File: src/hdl/sra_pkg.sv
// Package of constants and types for the serial register access slave.
package sra_pkg;

   localparam int SRA_ADDR_W = 7;
   localparam int SRA_DATA_W = 8;
   localparam int SRA_BITS_PER_BYTE = 8;
   localparam int SRA_FIFO_DEPTH = 4;
   localparam logic SRA_CMD_WRITE = 1'b0;
   localparam logic SRA_CMD_READ = 1'b1;
   localparam logic [2:0] SRA_BIT_CNT_RST = 3'h0;
   localparam logic [2:0] SRA_BIT_CNT_LAST = 3'h7;
   localparam logic [6:0] SRA_ADDR_RST = 7'h00;
   localparam logic [7:0] SRA_BYTE_RST = 8'h00;

   // Timing of the serial link, in ns, and the clock rate.
   localparam int SRA_MCLK_PERIOD_NS = 8;
   localparam int SRA_DOD_MAX_NS = 80;
   localparam int SRA_DOHZ_MAX_NS = 80;
   // Longest delays round down to whole cycles.
   localparam int SRA_DOD_CYC = SRA_DOD_MAX_NS / SRA_MCLK_PERIOD_NS;
   localparam int SRA_DOHZ_CYC = SRA_DOHZ_MAX_NS / SRA_MCLK_PERIOD_NS;

   // A register write leaving the serial port.
   typedef struct packed {
      logic [6:0] addr;
      logic [7:0] data;
   } sra_wr_t;

   // Frame sequencing states, Gray coded from idle through header to write data.
   typedef enum logic [1:0] {
      SRA_ST_IDLE = 2'b00,
      SRA_ST_HEADER = 2'b01,
      SRA_ST_WDATA = 2'b11,
      SRA_ST_RDATA = 2'b10
   } sra_state_t;

endpackage

File: src/hdl/sra_slave.sv
// Serial register access slave: four-wire port with clock phase set at select.
`timescale 1ns/10ps

//////////////////////////////////////////////////////////////////////////////
// Summary of operation
// - Slave only; every frame starts when the master pulls select low.
// - Frame is a header byte: command bit, 7 address bits, then data bytes.
// - Command bit 0 writes following bytes; 1 returns register contents.
// - Address increments by one for each further byte, reading or writing.
// - Clock low at select fall: launch on rising, capture on falling edge.
// - Clock high at select fall: launch on falling, capture on rising edge.
// - Only a select falling edge changes the chosen launch and capture edges.
// - Master drives each write bit on transfer edge; slave samples next edge.
// - Read: master sends command one and address; slave returns bytes MSB first.
// - In read data the slave drives on transfer edge; master samples next.
// - At end of a read the data output is released to high impedance.
module sra_slave
   import sra_pkg::*;
(
   input wire logic i_mclk,
   input wire logic i_sys_rst,
   input wire logic i_sclk,
   input wire logic i_cs_n,
   input wire logic i_mosi,
   output logic o_miso,
   output logic o_miso_oe_n,
   output logic o_wr_valid,
   input wire logic i_wr_ready,
   output logic [6:0] o_wr_addr,
   output logic [7:0] o_wr_data,
   output logic o_rd_req,
   output logic [6:0] o_rd_addr,
   input wire logic [7:0] i_rd_data,
   output logic o_busy
);

   //////////////////////////////////////////////////////////////////////////
   // Pin synchronisation.
   // The three serial pins come from the master's clock domain and pass two flops each.
   // They share one synchroniser, so data and clock keep their relative timing.
   // Each pin edge is seen two to three system clocks late, about 24 ns at most.
   // The serial half period must stay well above that delay.
   // The highest serial bit rate of the link still leaves a wide margin here.
   // Nothing but the synchroniser's second stage is read by the logic below.
   // A pin that moves during reset is simply seen at its new level afterwards.

   logic [2:0] pins_sync;
   logic sclk_s;
   logic cs_n_s;
   logic mosi_s;

   sra_sync #(
      .WIDTH(3)
   ) u_sync (
      .i_mclk(i_mclk),
      .i_sys_rst(i_sys_rst),
      .i_async({i_sclk, i_cs_n, i_mosi}),
      .o_sync(pins_sync)
   );

   assign sclk_s = pins_sync[2];
   assign cs_n_s = pins_sync[1];
   assign mosi_s = pins_sync[0];

   //////////////////////////////////////////////////////////////////////////
   // Edge detection on synchronised pins.
   // Each edge pulse lasts one system clock and drives at most one shift or count step.

   logic sclk_d_reg;
   logic cs_n_d_reg;
   logic sclk_rise;
   logic sclk_fall;
   logic cs_fall;
   logic cs_rise;

   // Previous levels for edge finding.
   // Both reset high like the synchroniser, so no false rise appears after reset.
   // A clock pin that idles low then shows one fall, which is harmless because
   // select is still high at that time.
   always_ff @(posedge i_mclk) begin
      if (i_sys_rst) begin
         sclk_d_reg <= 1'b1;
         cs_n_d_reg <= 1'b1;
      end else begin
         sclk_d_reg <= sclk_s;
         cs_n_d_reg <= cs_n_s;
      end
   end

   assign sclk_rise = sclk_s && !sclk_d_reg;
   assign sclk_fall = !sclk_s && sclk_d_reg;
   assign cs_fall = !cs_n_s && cs_n_d_reg;
   assign cs_rise = cs_n_s && !cs_n_d_reg;

   //////////////////////////////////////////////////////////////////////////
   // Phase selection and frame sequencing.
   // Select fall latches the clock level as the phase of the frame.
   // Nothing else may change it until the next select fall, so a clock glitch
   // between frames cannot move the sampling edge.
   // The read path loads the data at the end of the same cycle as the address request, so
   // the register file must answer combinationally within that cycle.
   // Only the read data section drives the data pin; the header leaves it released.

   sra_state_t state_reg;
   sra_state_t state_next;
   logic cap_on_rise_reg;
   logic cap_on_rise_next;
   logic [2:0] bit_cnt_reg;
   logic [2:0] bit_cnt_next;
   logic [7:0] shift_in_reg;
   logic [7:0] shift_in_next;
   logic [7:0] shift_out_reg;
   logic [7:0] shift_out_next;
   logic [6:0] addr_reg;
   logic [6:0] addr_next;
   logic miso_reg;
   logic miso_next;
   logic oe_n_reg;
   logic oe_n_next;
   logic rd_req_reg;
   logic rd_req_next;
   logic load_pend_reg;
   logic load_pend_next;
   logic cap_edge;
   logic launch_edge;
   logic [7:0] byte_in;
   logic fifo_in_valid;
   logic fifo_in_ready;
   sra_wr_t fifo_in_word;
   sra_wr_t fifo_out_word;

   // Increment of the register address, wrapping at seven bits.
   function automatic logic [6:0] addr_inc(input logic [6:0] a);
      addr_inc = 7'(a + 7'h01);
   endfunction

   // Command field of a header byte: true when the master asks for a read.
   function automatic logic hdr_is_read(input logic [7:0] b);
      hdr_is_read = (b[7] == SRA_CMD_READ);
   endfunction

   // Register address field of a header byte.
   function automatic logic [6:0] hdr_addr(input logic [7:0] b);
      hdr_addr = b[6:0];
   endfunction

   // Capture and launch edges follow the phase latched at select fall.
   // Each serial period has one launch and one capture, half a period apart.
   assign cap_edge = cap_on_rise_reg ? sclk_rise : sclk_fall;
   assign launch_edge = cap_on_rise_reg ? sclk_fall : sclk_rise;
   assign byte_in = {shift_in_reg[6:0], mosi_s};

   // Next-state logic of the frame sequencer.
   // Priority: a select fall starts a frame, a high select ends it, and only inside
   // a frame do clock edges shift data. A frame cut in mid-byte thus loses that byte,
   // and the next frame always begins with a header.
   always_comb begin
      state_next = state_reg;
      cap_on_rise_next = cap_on_rise_reg;
      bit_cnt_next = bit_cnt_reg;
      shift_in_next = shift_in_reg;
      shift_out_next = shift_out_reg;
      addr_next = addr_reg;
      miso_next = miso_reg;
      oe_n_next = oe_n_reg;
      rd_req_next = 1'b0;
      load_pend_next = load_pend_reg;
      fifo_in_valid = 1'b0;
      fifo_in_word = '{addr: addr_reg, data: byte_in};
      if (cs_fall) begin
         state_next = SRA_ST_HEADER;
         cap_on_rise_next = sclk_s;
         bit_cnt_next = SRA_BIT_CNT_RST;
         shift_in_next = SRA_BYTE_RST;
      end else if (cs_rise || cs_n_s) begin
         // The bit counter returns to zero so that the next frame starts byte aligned.
         // Frame end drops partial byte.
         state_next = SRA_ST_IDLE;
         bit_cnt_next = SRA_BIT_CNT_RST;
         shift_in_next = SRA_BYTE_RST;
         load_pend_next = 1'b0;
         oe_n_next = 1'b1;
         miso_next = 1'b0;
      end else begin
         if (load_pend_reg) begin
            // Read data is loaded at the end of the cycle in which the request is high.
            // The first launch edge of the byte comes much later than this load, since
            // the master still has half a serial period to run.
            shift_out_next = i_rd_data;
            load_pend_next = 1'b0;
         end
         // The bit leaves half a serial period before the master samples it.
         // Drive read bits on launch edge.
         if (launch_edge && state_reg == SRA_ST_RDATA) begin
            oe_n_next = 1'b0;
            miso_next = shift_out_reg[7];
            shift_out_next = {shift_out_reg[6:0], 1'b0};
         end
         if (cap_edge && state_reg != SRA_ST_IDLE) begin
            shift_in_next = byte_in;
            bit_cnt_next = 3'(bit_cnt_reg + 3'h1);
            if (bit_cnt_reg == SRA_BIT_CNT_LAST) begin
               unique case (state_reg)
                  SRA_ST_HEADER: begin
                     // The header fixes the direction for the rest of the frame.
                     // Decode command and address.
                     addr_next = hdr_addr(byte_in);
                     if (hdr_is_read(byte_in)) begin
                        state_next = SRA_ST_RDATA;
                        rd_req_next = 1'b1;
                        load_pend_next = 1'b1;
                     end else begin
                        state_next = SRA_ST_WDATA;
                     end
                  end
                  SRA_ST_WDATA: begin
                     // A byte that meets a full buffer is lost; busy warns the local side.
                     // Write byte then advance address.
                     fifo_in_valid = 1'b1;
                     addr_next = addr_inc(addr_reg);
                  end
                  SRA_ST_RDATA: begin
                     // The next byte is fetched as soon as the current one is captured.
                     // Next read address.
                     addr_next = addr_inc(addr_reg);
                     rd_req_next = 1'b1;
                     load_pend_next = 1'b1;
                  end
                  default: begin
                     state_next = SRA_ST_IDLE;
                  end
               endcase
            end
         end
      end
   end

   // Registers of the frame sequencer.
   // This process only holds state; every decision is made in the process above.
   always_ff @(posedge i_mclk) begin
      if (i_sys_rst) begin
         state_reg <= SRA_ST_IDLE;
         cap_on_rise_reg <= 1'b0;
         bit_cnt_reg <= SRA_BIT_CNT_RST;
         shift_in_reg <= SRA_BYTE_RST;
         shift_out_reg <= SRA_BYTE_RST;
         addr_reg <= SRA_ADDR_RST;
         miso_reg <= 1'b0;
         oe_n_reg <= 1'b1;
         rd_req_reg <= 1'b0;
         load_pend_reg <= 1'b0;
      end else begin
         state_reg <= state_next;
         cap_on_rise_reg <= cap_on_rise_next;
         bit_cnt_reg <= bit_cnt_next;
         shift_in_reg <= shift_in_next;
         shift_out_reg <= shift_out_next;
         addr_reg <= addr_next;
         miso_reg <= miso_next;
         oe_n_reg <= oe_n_next;
         rd_req_reg <= rd_req_next;
         load_pend_reg <= load_pend_next;
      end
   end

   //////////////////////////////////////////////////////////////////////////
   // Write buffer towards the register file.
   // Received writes queue here so that the register file may stall for a while.
   // Four entries cover a stall of several serial bytes; beyond that writes are lost.

   sra_fifo #(
      .WIDTH(SRA_ADDR_W + SRA_DATA_W),
      .DEPTH(SRA_FIFO_DEPTH)
   ) u_fifo (
      .i_mclk(i_mclk),
      .i_sys_rst(i_sys_rst),
      .i_in_valid(fifo_in_valid),
      .o_in_ready(fifo_in_ready),
      .i_in_data(fifo_in_word),
      .o_out_valid(o_wr_valid),
      .i_out_ready(i_wr_ready),
      .o_out_data(fifo_out_word)
   );

   // Outputs; read address is the live register address.
   // The data pin and its enable come straight from flops, so the pin never glitches.
   assign o_wr_addr = fifo_out_word.addr;
   assign o_wr_data = fifo_out_word.data;
   assign o_rd_req = rd_req_reg;
   assign o_rd_addr = addr_reg;
   assign o_miso = miso_reg;
   assign o_miso_oe_n = oe_n_reg;
   // Busy while a frame runs or the write buffer is full.
   assign o_busy = (state_reg != SRA_ST_IDLE) || !fifo_in_ready;

endmodule

File: src/hdl/sra_sync.sv
// Two-flop synchroniser for the serial pins.
`timescale 1ns/10ps
module sra_sync
   import sra_pkg::*;
#(
   parameter int WIDTH = 3
) (
   input wire logic i_mclk,
   input wire logic i_sys_rst,
   input wire logic [WIDTH-1:0] i_async,
   output logic [WIDTH-1:0] o_sync
);

   logic [WIDTH-1:0] stage1_reg;
   logic [WIDTH-1:0] stage2_reg;

   // The first stage feeds the second only.
   always_ff @(posedge i_mclk) begin
      if (i_sys_rst) begin
         stage1_reg <= '1;
         stage2_reg <= '1;
      end else begin
         stage1_reg <= i_async;
         stage2_reg <= stage1_reg;
      end
   end

   assign o_sync = stage2_reg;

endmodule

File: src/hdl/sra_fifo.sv
// Small synchronous FIFO with valid and ready on both sides.
`timescale 1ns/10ps
module sra_fifo
   import sra_pkg::*;
#(
   parameter int WIDTH = 15,
   parameter int DEPTH = 4
) (
   input wire logic i_mclk,
   input wire logic i_sys_rst,
   input wire logic i_in_valid,
   output logic o_in_ready,
   input wire logic [WIDTH-1:0] i_in_data,
   output logic o_out_valid,
   input wire logic i_out_ready,
   output logic [WIDTH-1:0] o_out_data
);

   localparam int PW = $clog2(DEPTH);

   logic [WIDTH-1:0] mem_reg [DEPTH];
   logic [PW-1:0] wr_ptr_reg;
   logic [PW-1:0] wr_ptr_next;
   logic [PW-1:0] rd_ptr_reg;
   logic [PW-1:0] rd_ptr_next;
   logic [PW:0] count_reg;
   logic [PW:0] count_next;
   logic push;
   logic pop;

   // Honest full and empty come from the fill count.
   assign o_in_ready = (count_reg != PW'(0) + (PW+1)'(DEPTH));
   assign o_out_valid = (count_reg != '0);
   assign o_out_data = mem_reg[rd_ptr_reg];
   assign push = i_in_valid && o_in_ready;
   assign pop = o_out_valid && i_out_ready;

   // Pointer and count arithmetic.
   always_comb begin
      wr_ptr_next = push ? PW'(wr_ptr_reg + 1'b1) : wr_ptr_reg;
      rd_ptr_next = pop ? PW'(rd_ptr_reg + 1'b1) : rd_ptr_reg;
      count_next = count_reg;
      if (push && !pop) begin
         count_next = (PW+1)'(count_reg + 1'b1);
      end else if (pop && !push) begin
         count_next = (PW+1)'(count_reg - 1'b1);
      end
   end

   // State registers and storage.
   always_ff @(posedge i_mclk) begin
      if (i_sys_rst) begin
         wr_ptr_reg <= '0;
         rd_ptr_reg <= '0;
         count_reg <= '0;
      end else begin
         wr_ptr_reg <= wr_ptr_next;
         rd_ptr_reg <= rd_ptr_next;
         count_reg <= count_next;
      end
      if (push) begin
         mem_reg[wr_ptr_reg] <= i_in_data;
      end
   end

endmodule

File: config.mk
export PLATFORM = sky130hd
export DESIGN_NAME = sra_slave
export DESIGN_NICKNAME = d
export VERILOG_FILES = /design/src/hdl/sra_pkg.sv /design/src/hdl/sra_slave.sv /design/src/hdl/sra_sync.sv /design/src/hdl/sra_fifo.sv
export SDC_FILE = /design/constraint.sdc
export NUM_CORES = 1
export LEC_CHECK = 0
export BUFFER_PORTS_ARGS = -buffer_cell sky130_fd_sc_hd__buf_4
export CORE_MARGIN = 5
export CORE_UTILIZATION = 30
export CTS_CLUSTER_SIZE = 25
export DETAILED_ROUTE_END_ITERATION = 10
export GPL_TIMING_DRIVEN = 0
export PLACE_DENSITY = 0.55
export SKIP_CTS_REPAIR_TIMING = 1
export SLEW_MARGIN = 20
export SYNTH_ARGS = -nofsm -noshare
export SYNTH_HDL_FRONTEND = slang
export SYNTH_SLANG_ARGS = --single-unit
File: constraint.sdc
create_clock -name i_mclk -period 2.6 [get_ports i_mclk]
set_input_delay 0.13 -clock i_mclk [delete_from_list [all_inputs] [get_ports i_mclk]]
set_output_delay 0.13 -clock i_mclk [all_outputs]
set_load 0.01 [all_outputs]
### Yosys cells after proc, flatten, opt, wreduce, memory -nomap -nowiden

Memory sizes are Yosys's and may differ from the RTL's. A register that Yosys moved wholly into a read port is not among the register bits.
Index checks and enable logic that the tools add are counted.

| storage, ports and cells | value |
|---|---|
| register bits | 47 |
| memory bits (writable) | 60 |
| bits of input ports | 14 |
| word-level logic and storage cells | 100 |
| memories kept | 1 |

Memories:

| name | depth | bits a word | rd ports | clocked after memory_dff | wr ports | line | RTL |
|---|---|---|---|---|---|---|---|
| u_fifo.mem_reg | 4 | 15 | 1 | 1 | 1 | sra_fifo.sv:21 | `logic [WIDTH-1:0] mem_reg [DEPTH];` |

| operators by class | value |
|---|---|
| add/sub/neg operators | 6 |
| eq/ne operators | 6 |
| multiplexer cells | 31 |
| bitwise logic cells | 3 |
| reduce and logical (&&, ||, !) cells | 35 |

Operators by type and width:

| cell | count |
|---|---|
| 1-bit two-way mux | 22 |
| 8-bit two-way mux | 2 |
| 7-bit one-hot mux with 2 select lines | 1 |
| 1-bit logical AND | 10 |
| 2-bit nonzero test | 5 |
| 3-bit AND reduction | 3 |
| 3-bit nonzero test | 3 |
| 7-bit by 1-bit adder with 7-bit output, second input constant | 1 |
| 1-bit logical NOT | 7 |
| 3-bit by 1-bit adder with 3-bit output, second input constant | 2 |
| 3-bit two-way mux | 2 |
| 5-bit AND reduction | 1 |
| 2-bit by 1-bit adder with 2-bit output, second input constant | 2 |
| 2-bit equality test, second input constant | 2 |
| 2-bit two-way mux | 2 |
| 2-bit one-hot mux with 2 select lines | 1 |
| 2-bit OR reduction | 2 |
| 3-bit equality test, second input constant | 1 |
| 3-bit by 1-bit != test with 1-bit output, second input constant | 1 |
| 3-bit != test, second input constant | 1 |
| 1-bit NOT | 3 |
| 3-bit OR reduction | 1 |
| 3-bit by 1-bit subtractor with 3-bit output, second input constant | 1 |
| 2-bit by 1-bit equality test with 1-bit output, second input constant | 1 |
| 3 further kinds | 4 |

### Logic depth before layout (Yosys ltp)

Gate-level depths: netlist (run 1).

| depth | value |
|---|---|
| depth in word-level cells | 12 |
| gate-level depth with buffers | 12 |
| mapped depth without buffers | 11 |

### By module

Synthesis (run 1) repeated with hierarchy kept, for this count alone.

| second synthesis, totals | value |
|---|---|
| cell total of the unflattened synthesis | 325 |
| area total of the unflattened synthesis | 4570.6 um2 |

Modules (own cells, without submodules):

| module | times used | cells each | area an instance (um2) | seq. area each (um2) |
|---|---|---|---|---|
| sra_fifo | 1 | 126 | 2675.1 | 1981.9 |
| sra_slave | 1 | 187 | 1737.9 | 680.7 |
| sra_sync | 1 | 12 | 157.7 | 120.1 |

### Worst setup path before layout (run 1)

No wires, ideal clock.

| timing | value |
|---|---|
| path type | flip-flop to flip-flop |
| from | reg state_reg[0] |
| to | reg u_fifo.count_reg[2] |
| arrival time | 2551 ps |
| data required time | 2530 ps |
| setup slack | -21 ps |
| cell stages (with the launch flop) | 13 |
| path buffers | 1 |
| path through | dfxtp_1 inv_1 ha_1 nor4b_2 o211a_1 and3_1 buf_2 ha_1 inv_1 fa_1 xor2_1 or3_1 a21oi_1 |

| on the way | value |
|---|---|
| longest elaborated chain between the ends | 10 |
| elaborated cells on any way between the ends | 14 |

RTL lines:

| element | line | RTL |
|---|---|---|
| start, declared | sra_slave.sv:104 | `sra_state_t state_reg;` |
| start signal, assigned | sra_slave.sv:253 | `state_reg <= state_next;` |
| 2-bit equality test | sra_slave.sv:203 | `unique case (state_reg)` |
| 1-bit two-way mux | sra_slave.sv:203 |  |
| 1-bit two-way mux | sra_slave.sv:202 | `if (bit_cnt_reg == SRA_BIT_CNT_LAST) begin` |
| 1-bit two-way mux (*) | sra_slave.sv:199 | `if (cap_edge && state_reg != SRA_ST_IDLE) begin` |
| 1-bit two-way mux (*) | sra_slave.sv:175 | `end else if (cs_rise \|\| cs_n_s) begin` |
| 1-bit two-way mux (*) | sra_slave.sv:170 | `if (cs_fall) begin` |
| 1-bit logical AND (*) | sra_fifo.sv:35 | `assign push = i_in_valid && o_in_ready;` |
| net u_fifo.push | sra_fifo.sv:28 | `logic push;` |
| 1-bit logical NOT | sra_fifo.sv:45 | `end else if (pop && !push) begin` |
| 1-bit logical AND | sra_fifo.sv:45 |  |
| 2-bit nonzero test (no source line) | - |  |
| end signal, assigned | sra_fifo.sv:59 | `count_reg <= count_next;` |
| end, declared | sra_fifo.sv:26 | `logic [PW:0] count_reg;` |

The timed path passes the listed nets; every way through them passes the cells marked *.
A chain may end at the register's enable or synchronous reset.

### Worst setup path in the final report (run 1)

| timing | value |
|---|---|
| from | reg state_reg[1] |
| to | reg u_fifo.count_reg[2] |

Same word-level chain as after synthesis.

==> results of run 1 <==
per-layer routing:
metal	GRT usage	wire, µm	vias up
met4	0.03086	63	0
met5	0	0	-
li1	-	-	1340
met1	0.1404	4104	1323
met3	0.03168	576	6
met2	0.1620	4248	71
cell usage after synthesis, types with 2 or more instances:
| library cell | count | area share |
|---|---|---|
| dfxtp_1 | 49 | 0.22 |
| edfxtp_1 | 60 | 0.40 |
| and3_1 | 5 | 0.0070 |
| inv_1 | 14 | 0.012 |
| mux2i_1 | 12 | 0.027 |
| a22oi_1 | 2 | 0.0034 |
| nor3b_1 | 3 | 0.0050 |
| nand3b_1 | 3 | 0.0050 |
| o2bb2ai_1 | 2 | 0.0039 |
| ha_1 | 12 | 0.034 |
| a221oi_2 | 2 | 0.0067 |
| buf_4 | 2 | 0.0034 |
| nand3_1 | 4 | 0.0045 |
| nor2b_1 | 3 | 0.0042 |
| xor2_1 | 5 | 0.0098 |
| a221oi_1 | 5 | 0.0098 |
| buf_2 | 5 | 0.0056 |
| nand2b_1 | 10 | 0.014 |
| or2_2 | 7 | 0.0098 |
| and2_1 | 7 | 0.0098 |
| or3_1 | 4 | 0.0056 |
| nor2_1 | 20 | 0.017 |
| clkbuf_1 | 8 | 0.0067 |
| a21o_1 | 2 | 0.0034 |
| mux4_2 | 15 | 0.076 |
| o21ai_0 | 20 | 0.022 |
| nand2_1 | 16 | 0.013 |
| a21oi_1 | 15 | 0.017 |
| o211ai_1 | 2 | 0.0034 |
| or2b_1 | 2 | 0.0034 |
cell type report:
| class | count | area [µm²] | share of cell area |
|---|---|---|---|
| plain buffers | 16 | 87.58 | 0.01622 |
| flip-flops and latches | 109 | 2788 | 0.5163 |
| well taps | 184 | 230.2 | 0.04264 |
| repair buffers | 49 | 375.4 | 0.06952 |
| inverters | 14 | 52.55 | 0.009733 |
| multi-input cells | 192 | 1589 | 0.2943 |
| clock buffers | 11 | 232.7 | 0.04311 |
| clock inverters | 5 | 43.79 | 0.008111 |
power breakdown:
group / internal (W) / switching, W
Sequential: 0.00183 / 0.0000377
Combinational: 0.000215 / 0.000191
Clock: 0.000665 / 0.000621
Total: 0.00271 / 0.000850
metrics by stage:
stage               instances  power, W
floorplan                 331  0.002149
global placement          555  0.002296
detailed placement        555  0.002308
CTS                       571  0.003601
global route              580  0.003725
finish                    580  0.003564
cell families (layout without fill, tap and decap cells):
| group | after synthesis | after routing |
|---|---|---|
| buffers and inverters | 30 | 95 |
| AO/OA/AOI/OAI | 57 | 57 |
| multiplexers | 28 | 28 |
| AND/OR/NAND/NOR | 89 | 89 |
| flip-flops | 109 | 109 |
| adder cells (fa/ha/maj) | 13 | 13 |
| XOR/XNOR | 5 | 5 |
critical path, stage by stage (launching register included):
cell	delay, ns
dfxtp_4	0.37
inv_2	0.05
ha_4	0.16
nor4b_4	0.29
o211a_1	0.21
and3_1	0.17
buf_6	0.12
ha_4	0.13
inv_1	0.04
fa_2	0.32
xor2_1	0.16
or3_1	0.31
a21oi_1	0.12
cells in the final DEF, fill, tap and decap left out, types with 3 or more instances in the layout:
| master | instances |
|---|---|
| mux2i_1 | 12 |
| buf_2 | 4 |
| inv_1 | 12 |
| dlygate4sd3_1 | 3 |
| nand2b_1 | 10 |
| and3_1 | 5 |
| and2_1 | 6 |
| nor2b_1 | 3 |
| ha_1 | 10 |
| or2_2 | 7 |
| nor3b_1 | 3 |
| dfxtp_1 | 47 |
| edfxtp_1 | 60 |
| clkbuf_1 | 10 |
| nand2_1 | 16 |
| nand3b_1 | 3 |
| a221oi_1 | 5 |
| buf_4 | 48 |
| nor2_1 | 20 |
| inv_6 | 3 |
| nand3_1 | 4 |
| or3_1 | 4 |
| o21ai_0 | 20 |
| xor2_1 | 5 |
| mux4_2 | 15 |
| clkbuf_16 | 9 |
| a21oi_1 | 15 |
worst max-delay path by stage:
| stage | from | to | slack (ns) | cells past startpoint |
|---|---|---|---|---|
| global route | state_reg[1] | u_fifo.count_reg[2] | -0.07 | 12 |
| global placement | state_reg[0] | u_fifo.count_reg[2] | -0.15 | 12 |
| CTS | state_reg[0] | u_fifo.count_reg[2] | -0.21 | 12 |
| detailed placement | state_reg[0] | u_fifo.count_reg[2] | -0.20 | 12 |
| finish | state_reg[1] | u_fifo.count_reg[2] | 0.07 | 12 |
| floorplan | state_reg[0] | u_fifo.count_reg[2] | 0.03 | 12 |
==> load_flow_metrics.sql, run 1 <==
INSERT INTO impl_metrics (metric_group, metric, value, unit) VALUES
('status', 'outcome', 'completed', ''),
('pwr', 'power-per-cell-area', '660.1', 'nW/µm²'),
('synth', 'syn-instance-count', '331', ''),
('synth', 'muxShareOfSynthArea', '0.1050', ''),
('synth', 'synth_seq_area_share', '0.6228', ''),
('synth', 'synth_area_in_compound_gates', '0.08513', ''),
('cts', 'clock_latency', '0.35', 'ns'),
('grt', 'grt.overflow.total', '0', ''),
('cts', 'cts_root_buffer', 'clkbuf_16', ''),
('cts', 'cts_buffers', '9', ''),
('grt', 'grt_start_max_net_pins', '20', ''),
('critical_path', 'critPathArrivalTime', '2.80', 'ns'),
('finish', 'drive_above_1_share', '0.2652', ''),
('cts', 'cts.htree.levels', '3', ''),
('critical_path', 'r2r-end', 'u_fifo.count_reg[2]', ''),
('min_path', 'worst_hold_path_depth', '3', ''),
('timing', 'post_route_clock_skew', '0.01071', 'ns'),
('drt', 'total_wirelength_of_the_detailed_routed_design', '8992', 'µm'),
('grt', 'globalRouteTotalUtil', '0.1041', ''),
('die', 'top_level_ports', '41', ''),
('critical_path', 'crit_type', 'reg -> reg', ''),
('synth', 'xor_xnor_portion_of_the_synthesized_cell_area', '0.009801', ''),
('critical_path', 'worstReg2RegStart', 'state_reg[1]', ''),
('drt', 'drtPass1Iterations', '4', ''),
('place', 'hpwl', '6144', 'µm'),
('pwr', 'leakage', '1.896', 'nW'),
('synth', 'syn-cell-area', '4468', 'µm²'),
('die', 'horizontal_die_dimension', '132.0', 'µm'),
('cts', 'clk_pin_slew_worst_paths', '0.07', 'ns'),
('critical_path', 'worst-path-max-fanout', '6', ''),
('min_path', 'hold_path_class', 'in -> reg', ''),
('cts', 'number_of_buffers_between_clock_root_and_the_deepest_sink', '2', ''),
('min_path', 'min-delay-start', 'i_sys_rst', ''),
('synth', 'synth_warnings', '0', ''),
('timing', 'worst-slew-pin-transition', '0.8595', 'ns'),
('finish', 'total_number_of_nets_in_the_final_design', '418', ''),
('synth', 'postSynthAreaPerCell', '13.50', 'µm²'),
('critical_path', 'worst_ep_required_time', '2.87', 'ns'),
('timing', 'post-route-worst-setup-slack', '0.07373', 'ns'),
('drt', 'dr_total_vias', '2740', ''),
('timing', 'holdWs', '0.09312', 'ns'),
('place', 'gp_congestion', '0.7519', ''),
('critical_path', 'timing.reg2reg.worst_path_depth', '12', ''),
('synth', 'post_synth_and_or_nand_nor_area_fraction', '0.1092', ''),
('drt', 'dr.first_iter.drc_count', '122', ''),
('place', 'port_buffers', '40', ''),
('die', 'die_height', '132.0', 'µm'),
('timing', 'finalSetupViolCount', '0', ''),
('timing', 'hold_violations', '0', ''),
('finish', 'fill_cells', '1389', ''),
('critical_path', 'timing.critical_path.from_type', 'flop', ''),
('cts', 'tritoncts', 'yes', ''),
('finish', 'post-route-cell-area', '5399', 'µm²'),
('drt', 'drt.antenna.violating_nets', '0', ''),
('synth', 'synth-seq-cells', '109', ''),
('timing', 'fmax', '395.8', 'MHz'),
('synth', 'synth-main-ff-cell', 'edfxtp_1', ''),
('synth', 'synth-adder-area-share', '0.03808', ''),
('synth', 'post_synth_edffs', '60', ''),
('timing', 'slew_limit_fails', '0', ''),
('pwr', 'ir_worst_vdd', '0.0003170', 'V'),
('timing', 'final_period_utilization', '0.9716', ''),
('die', 'rows', '44', ''),
('drt', 'detail_route.wl_per_cell', '15.50', 'µm'),
('drt', 'drc', '0', ''),
('die', 'floorplan.die_area', '17430', 'µm²'),
('grt', 'initial_antenna_violation_count', '0', ''),
('timing', 'timing.setup.tns', '0', 'ns'),
('place', 'pre_cts_slack', '-0.2011', 'ns'),
('critical_path', 'worstSetupEndpointType', 'flop', ''),
('synth', 'synth-async-reset-ratio', '0', '');
Power figures use the tool's default switching activity.
==> run 2, diff against run 1 <==
- GPL_TIMING_DRIVEN: 0 -> unset
- RECOVER_POWER: unset -> 50
- REMOVE_ABC_BUFFERS: unset -> 1
==> load_flow_metrics.sql, run 2 (synthesis results as in run 1) <==
INSERT INTO impl_metrics (metric_group, metric, value, unit) VALUES
('status', 'outcome', 'completed', ''),
('critical_path', 'crit_path_start', 'state_reg[0]', ''),
('die', 'top_level_ports', '41', ''),
('finish', 'layout.cells.most_common_list', '60 x edfxtp_1, 47 x dfxtp_1, 41 x buf_4, 20 x nor2_1, 20 x o21ai_0', ''),
('critical_path', 'critPathArrivalTime', '2.79', 'ns'),
('die', 'die_height', '132.0', 'µm'),
('timing', 'hold_violations', '0', ''),
('critical_path', 'critical_path.cell_chain', 'inv_2 > ha_4 > nor4b_4 > o211a_1 > and3_4 > ha_4 > inv_1 > fa_2 > xor2_1 > or3_1 > a21oi_2', ''),
('drt', 'total_wirelength_of_the_detailed_routed_design', '8797', 'µm'),
('critical_path', 'r2r-end', 'u_fifo.count_reg[2]', ''),
('critical_path', 'timing.reg2reg.worst_path_depth', '11', ''),
('cts', 'number_of_buffers_between_clock_root_and_the_deepest_sink', '2', ''),
('timing', 'final_period_utilization', '0.9641', ''),
('drt', 'drtPass1Iterations', '4', ''),
('finish', 'mostFrequentLayoutCell', 'edfxtp_1', ''),
('finish', 'drive_above_1_share', '0.2430', ''),
('timing', 'fin_crit', '2.507', 'ns'),
('drt', 'detail_route.wl_per_cell', '15.30', 'µm'),
('die', 'floorplan.die_area', '17430', 'µm²'),
('critical_path', 'crit_path_end', 'u_fifo.count_reg[2]', ''),
('finish', 'area.growth.synth_to_final', '20.13', '%'),
('finish', 'fill_cells', '1383', ''),
('finish', 'post-route-cell-area', '5368', 'µm²'),
('grt', 'initial_antenna_violation_count', '0', ''),
('grt', 'grt.overflow.total', '0', ''),
('place', 'hpwl', '5521', 'µm'),
('cts', 'cts_buffers', '9', ''),
('timing', 'timing.setup.tns', '0', 'ns'),
('die', 'rows', '44', ''),
('cts', 'tritoncts', 'yes', ''),
('pwr', 'power-per-cell-area', '677.0', 'nW/µm²'),
('job', 'max_cap_violation_count', '0', ''),
('timing', 'finalSetupViolCount', '0', ''),
('critical_path', 'worstSetupEndpointType', 'flop', ''),
('critical_path', 'slowest_stage', 'or3_1', ''),
('cts', 'cts.htree.levels', '3', ''),
('critical_path', 'worst_ep_required_time', '2.89', 'ns'),
('timing', 'post_route_clock_skew', '0.006992', 'ns'),
('critical_path', 'timing.critical_path.mode_cell', 'ha_4', ''),
('die', 'horizontal_die_dimension', '132.0', 'µm'),
('drt', 'avgViaCountPerCell', '4.696', ''),
('finish', 'largest_register_ffs', '60', ''),
('timing', 'slew_limit_fails', '0', ''),
('pwr', 'ir_worst_vdd', '0.0003232', 'V'),
('drt', 'drt.antenna.violating_nets', '0', ''),
('timing', 'worst_slew_margin_rel', '0.5165', ''),
('critical_path', 'reg2reg_slack', '0.09', 'ns'),
('finish', 'antenna_cells_inserted', '0', ''),
('place', 'pre_cts_slack', '-0.01223', 'ns'),
('min_path', 'hold_path_class', 'in -> reg', ''),
('grt', 'grt_start_max_net_pins', '40', ''),
('drt', 'drc', '0', ''),
('cts', 'clock_latency', '0.35', 'ns'),
('critical_path', 'worstReg2RegStart', 'state_reg[0]', ''),
('drt', 'dr_total_vias', '2700', ''),
('grt', 'via_count_of_the_first_global_routing_pass', '2685', ''),
('critical_path', 'critical-path-max-stage-delay', '0.39', 'ns'),
('critical_path', 'worst-path-max-fanout', '3', ''),
('drt', 'dr.first_iter.drc_count', '132', ''),
('critical_path', 'crit_type', 'reg -> reg', ''),
('finish', 'total_number_of_nets_in_the_final_design', '413', ''),
('place', 'gp_congestion', '0.7573', ''),
('grt', 'globalRouteTotalUtil', '0.1049', ''),
('place', 'port_buffers', '40', ''),
('critical_path', 'timing.critical_path.from_type', 'flop', ''),
('die', 'initial_util', '0.3063', ''),
('timing', 'post-route-worst-setup-slack', '0.09324', 'ns'),
('pwr', 'leakage', '1.856', 'nW'),
('cts', 'clk_pin_slew_worst_paths', '0.07', 'ns'),
('place', 'placed_area', '5030', 'µm²'),
('cts', 'cts.sink_count', '109', ''),
('timing', 'worst-slew-pin-transition', '0.7252', 'ns'),
('cts', 'cts_root_buffer', 'clkbuf_16', ''),
('grt', 'first_pass_grt_wire_length', '14340', 'µm'),
('pwr', 'totalPowerFinal', '0.003634', 'W'),
('timing', 'fmax', '398.9', 'MHz'),
('die', 'core_region_area', '14590', 'µm²');
==> run 2: cell count changes in the layout (fill, tap and decap cells not counted), sizes merged <==
cell / previous run / this run
buf: 54 / 41
clkinv: 2 / 3
inv: 17 / 16
bufinv: 0 / 1
clkbuf: 19 / 25
clkinvlp: 0 / 1
==> run 2: stage by stage <==
step | cells | utilization | hold slack [ns]
final | 575 | 0.3679 | 0.1716
after global routing | 575 | 0.3679 | 0.1976
after CTS | 570 | 0.3652 | -0.05435
after detailed placement | 554 | 0.3448 | 0.3189
after global placement | 554 | 0.3448 | 0.3153
after floorplan | 315 | - | 0.1962
==> run 2: worst min-delay path by stage <==
stage,start,to,slack [ns],depth (start not counted)
after floorplan,i_sys_rst,shift_out_reg[6],0.20,1
after global placement,i_cs_n,u_sync.stage1_reg[1],0.32,2
after detailed placement,i_mosi,u_sync.stage1_reg[0],0.32,2
after CTS,i_mosi,u_sync.stage1_reg[0],-0.05,2
after global routing,i_wr_ready,flop,0.20,4
final,i_wr_ready,u_fifo.rd_ptr_reg[1],0.17,4
==> run 2: layout make-up <==
type | count | area [µm²] | share of cell area
clock buffer | 9 | 225.2 | 0.04196
tap | 184 | 230.2 | 0.04289
multi-input combinational | 192 | 1593 | 0.2967
inverter | 14 | 52.55 | 0.009790
sequential | 109 | 2785 | 0.5189
clock inverter | 7 | 72.57 | 0.01352
timing repair buffer | 60 | 409.1 | 0.07622
==> run 2: report_power, final <==
part	internal (W)	total [W]	switching (W)
registers	0.00184	0.00187	0.0000344
logic	0.000197	0.000395	0.000198
clock network	0.000750	0.00137	0.000619
==> run 2: routing by layer <==
metal,global-route usage,part of all wire,vias to the layer above
li1,-,-,1318
met1,0.1315,0.45,1326
met2,0.1682,0.49,45
met3,0.03435,0.043,11
met4,0.04114,0.016,0
met5,0,0,-
==> run 2: critical path: cells and delay by family, from the launching register on <==
kind,cells,cell delay [ns]
and+or+nand+nor,3,0.87
adders and majority gates,3,0.63
buffers and inverters,2,0.11
xor gates and xnor gates,1,0.16
AOI/OAI and AO/OA,2,0.35
DFF,1,0.34
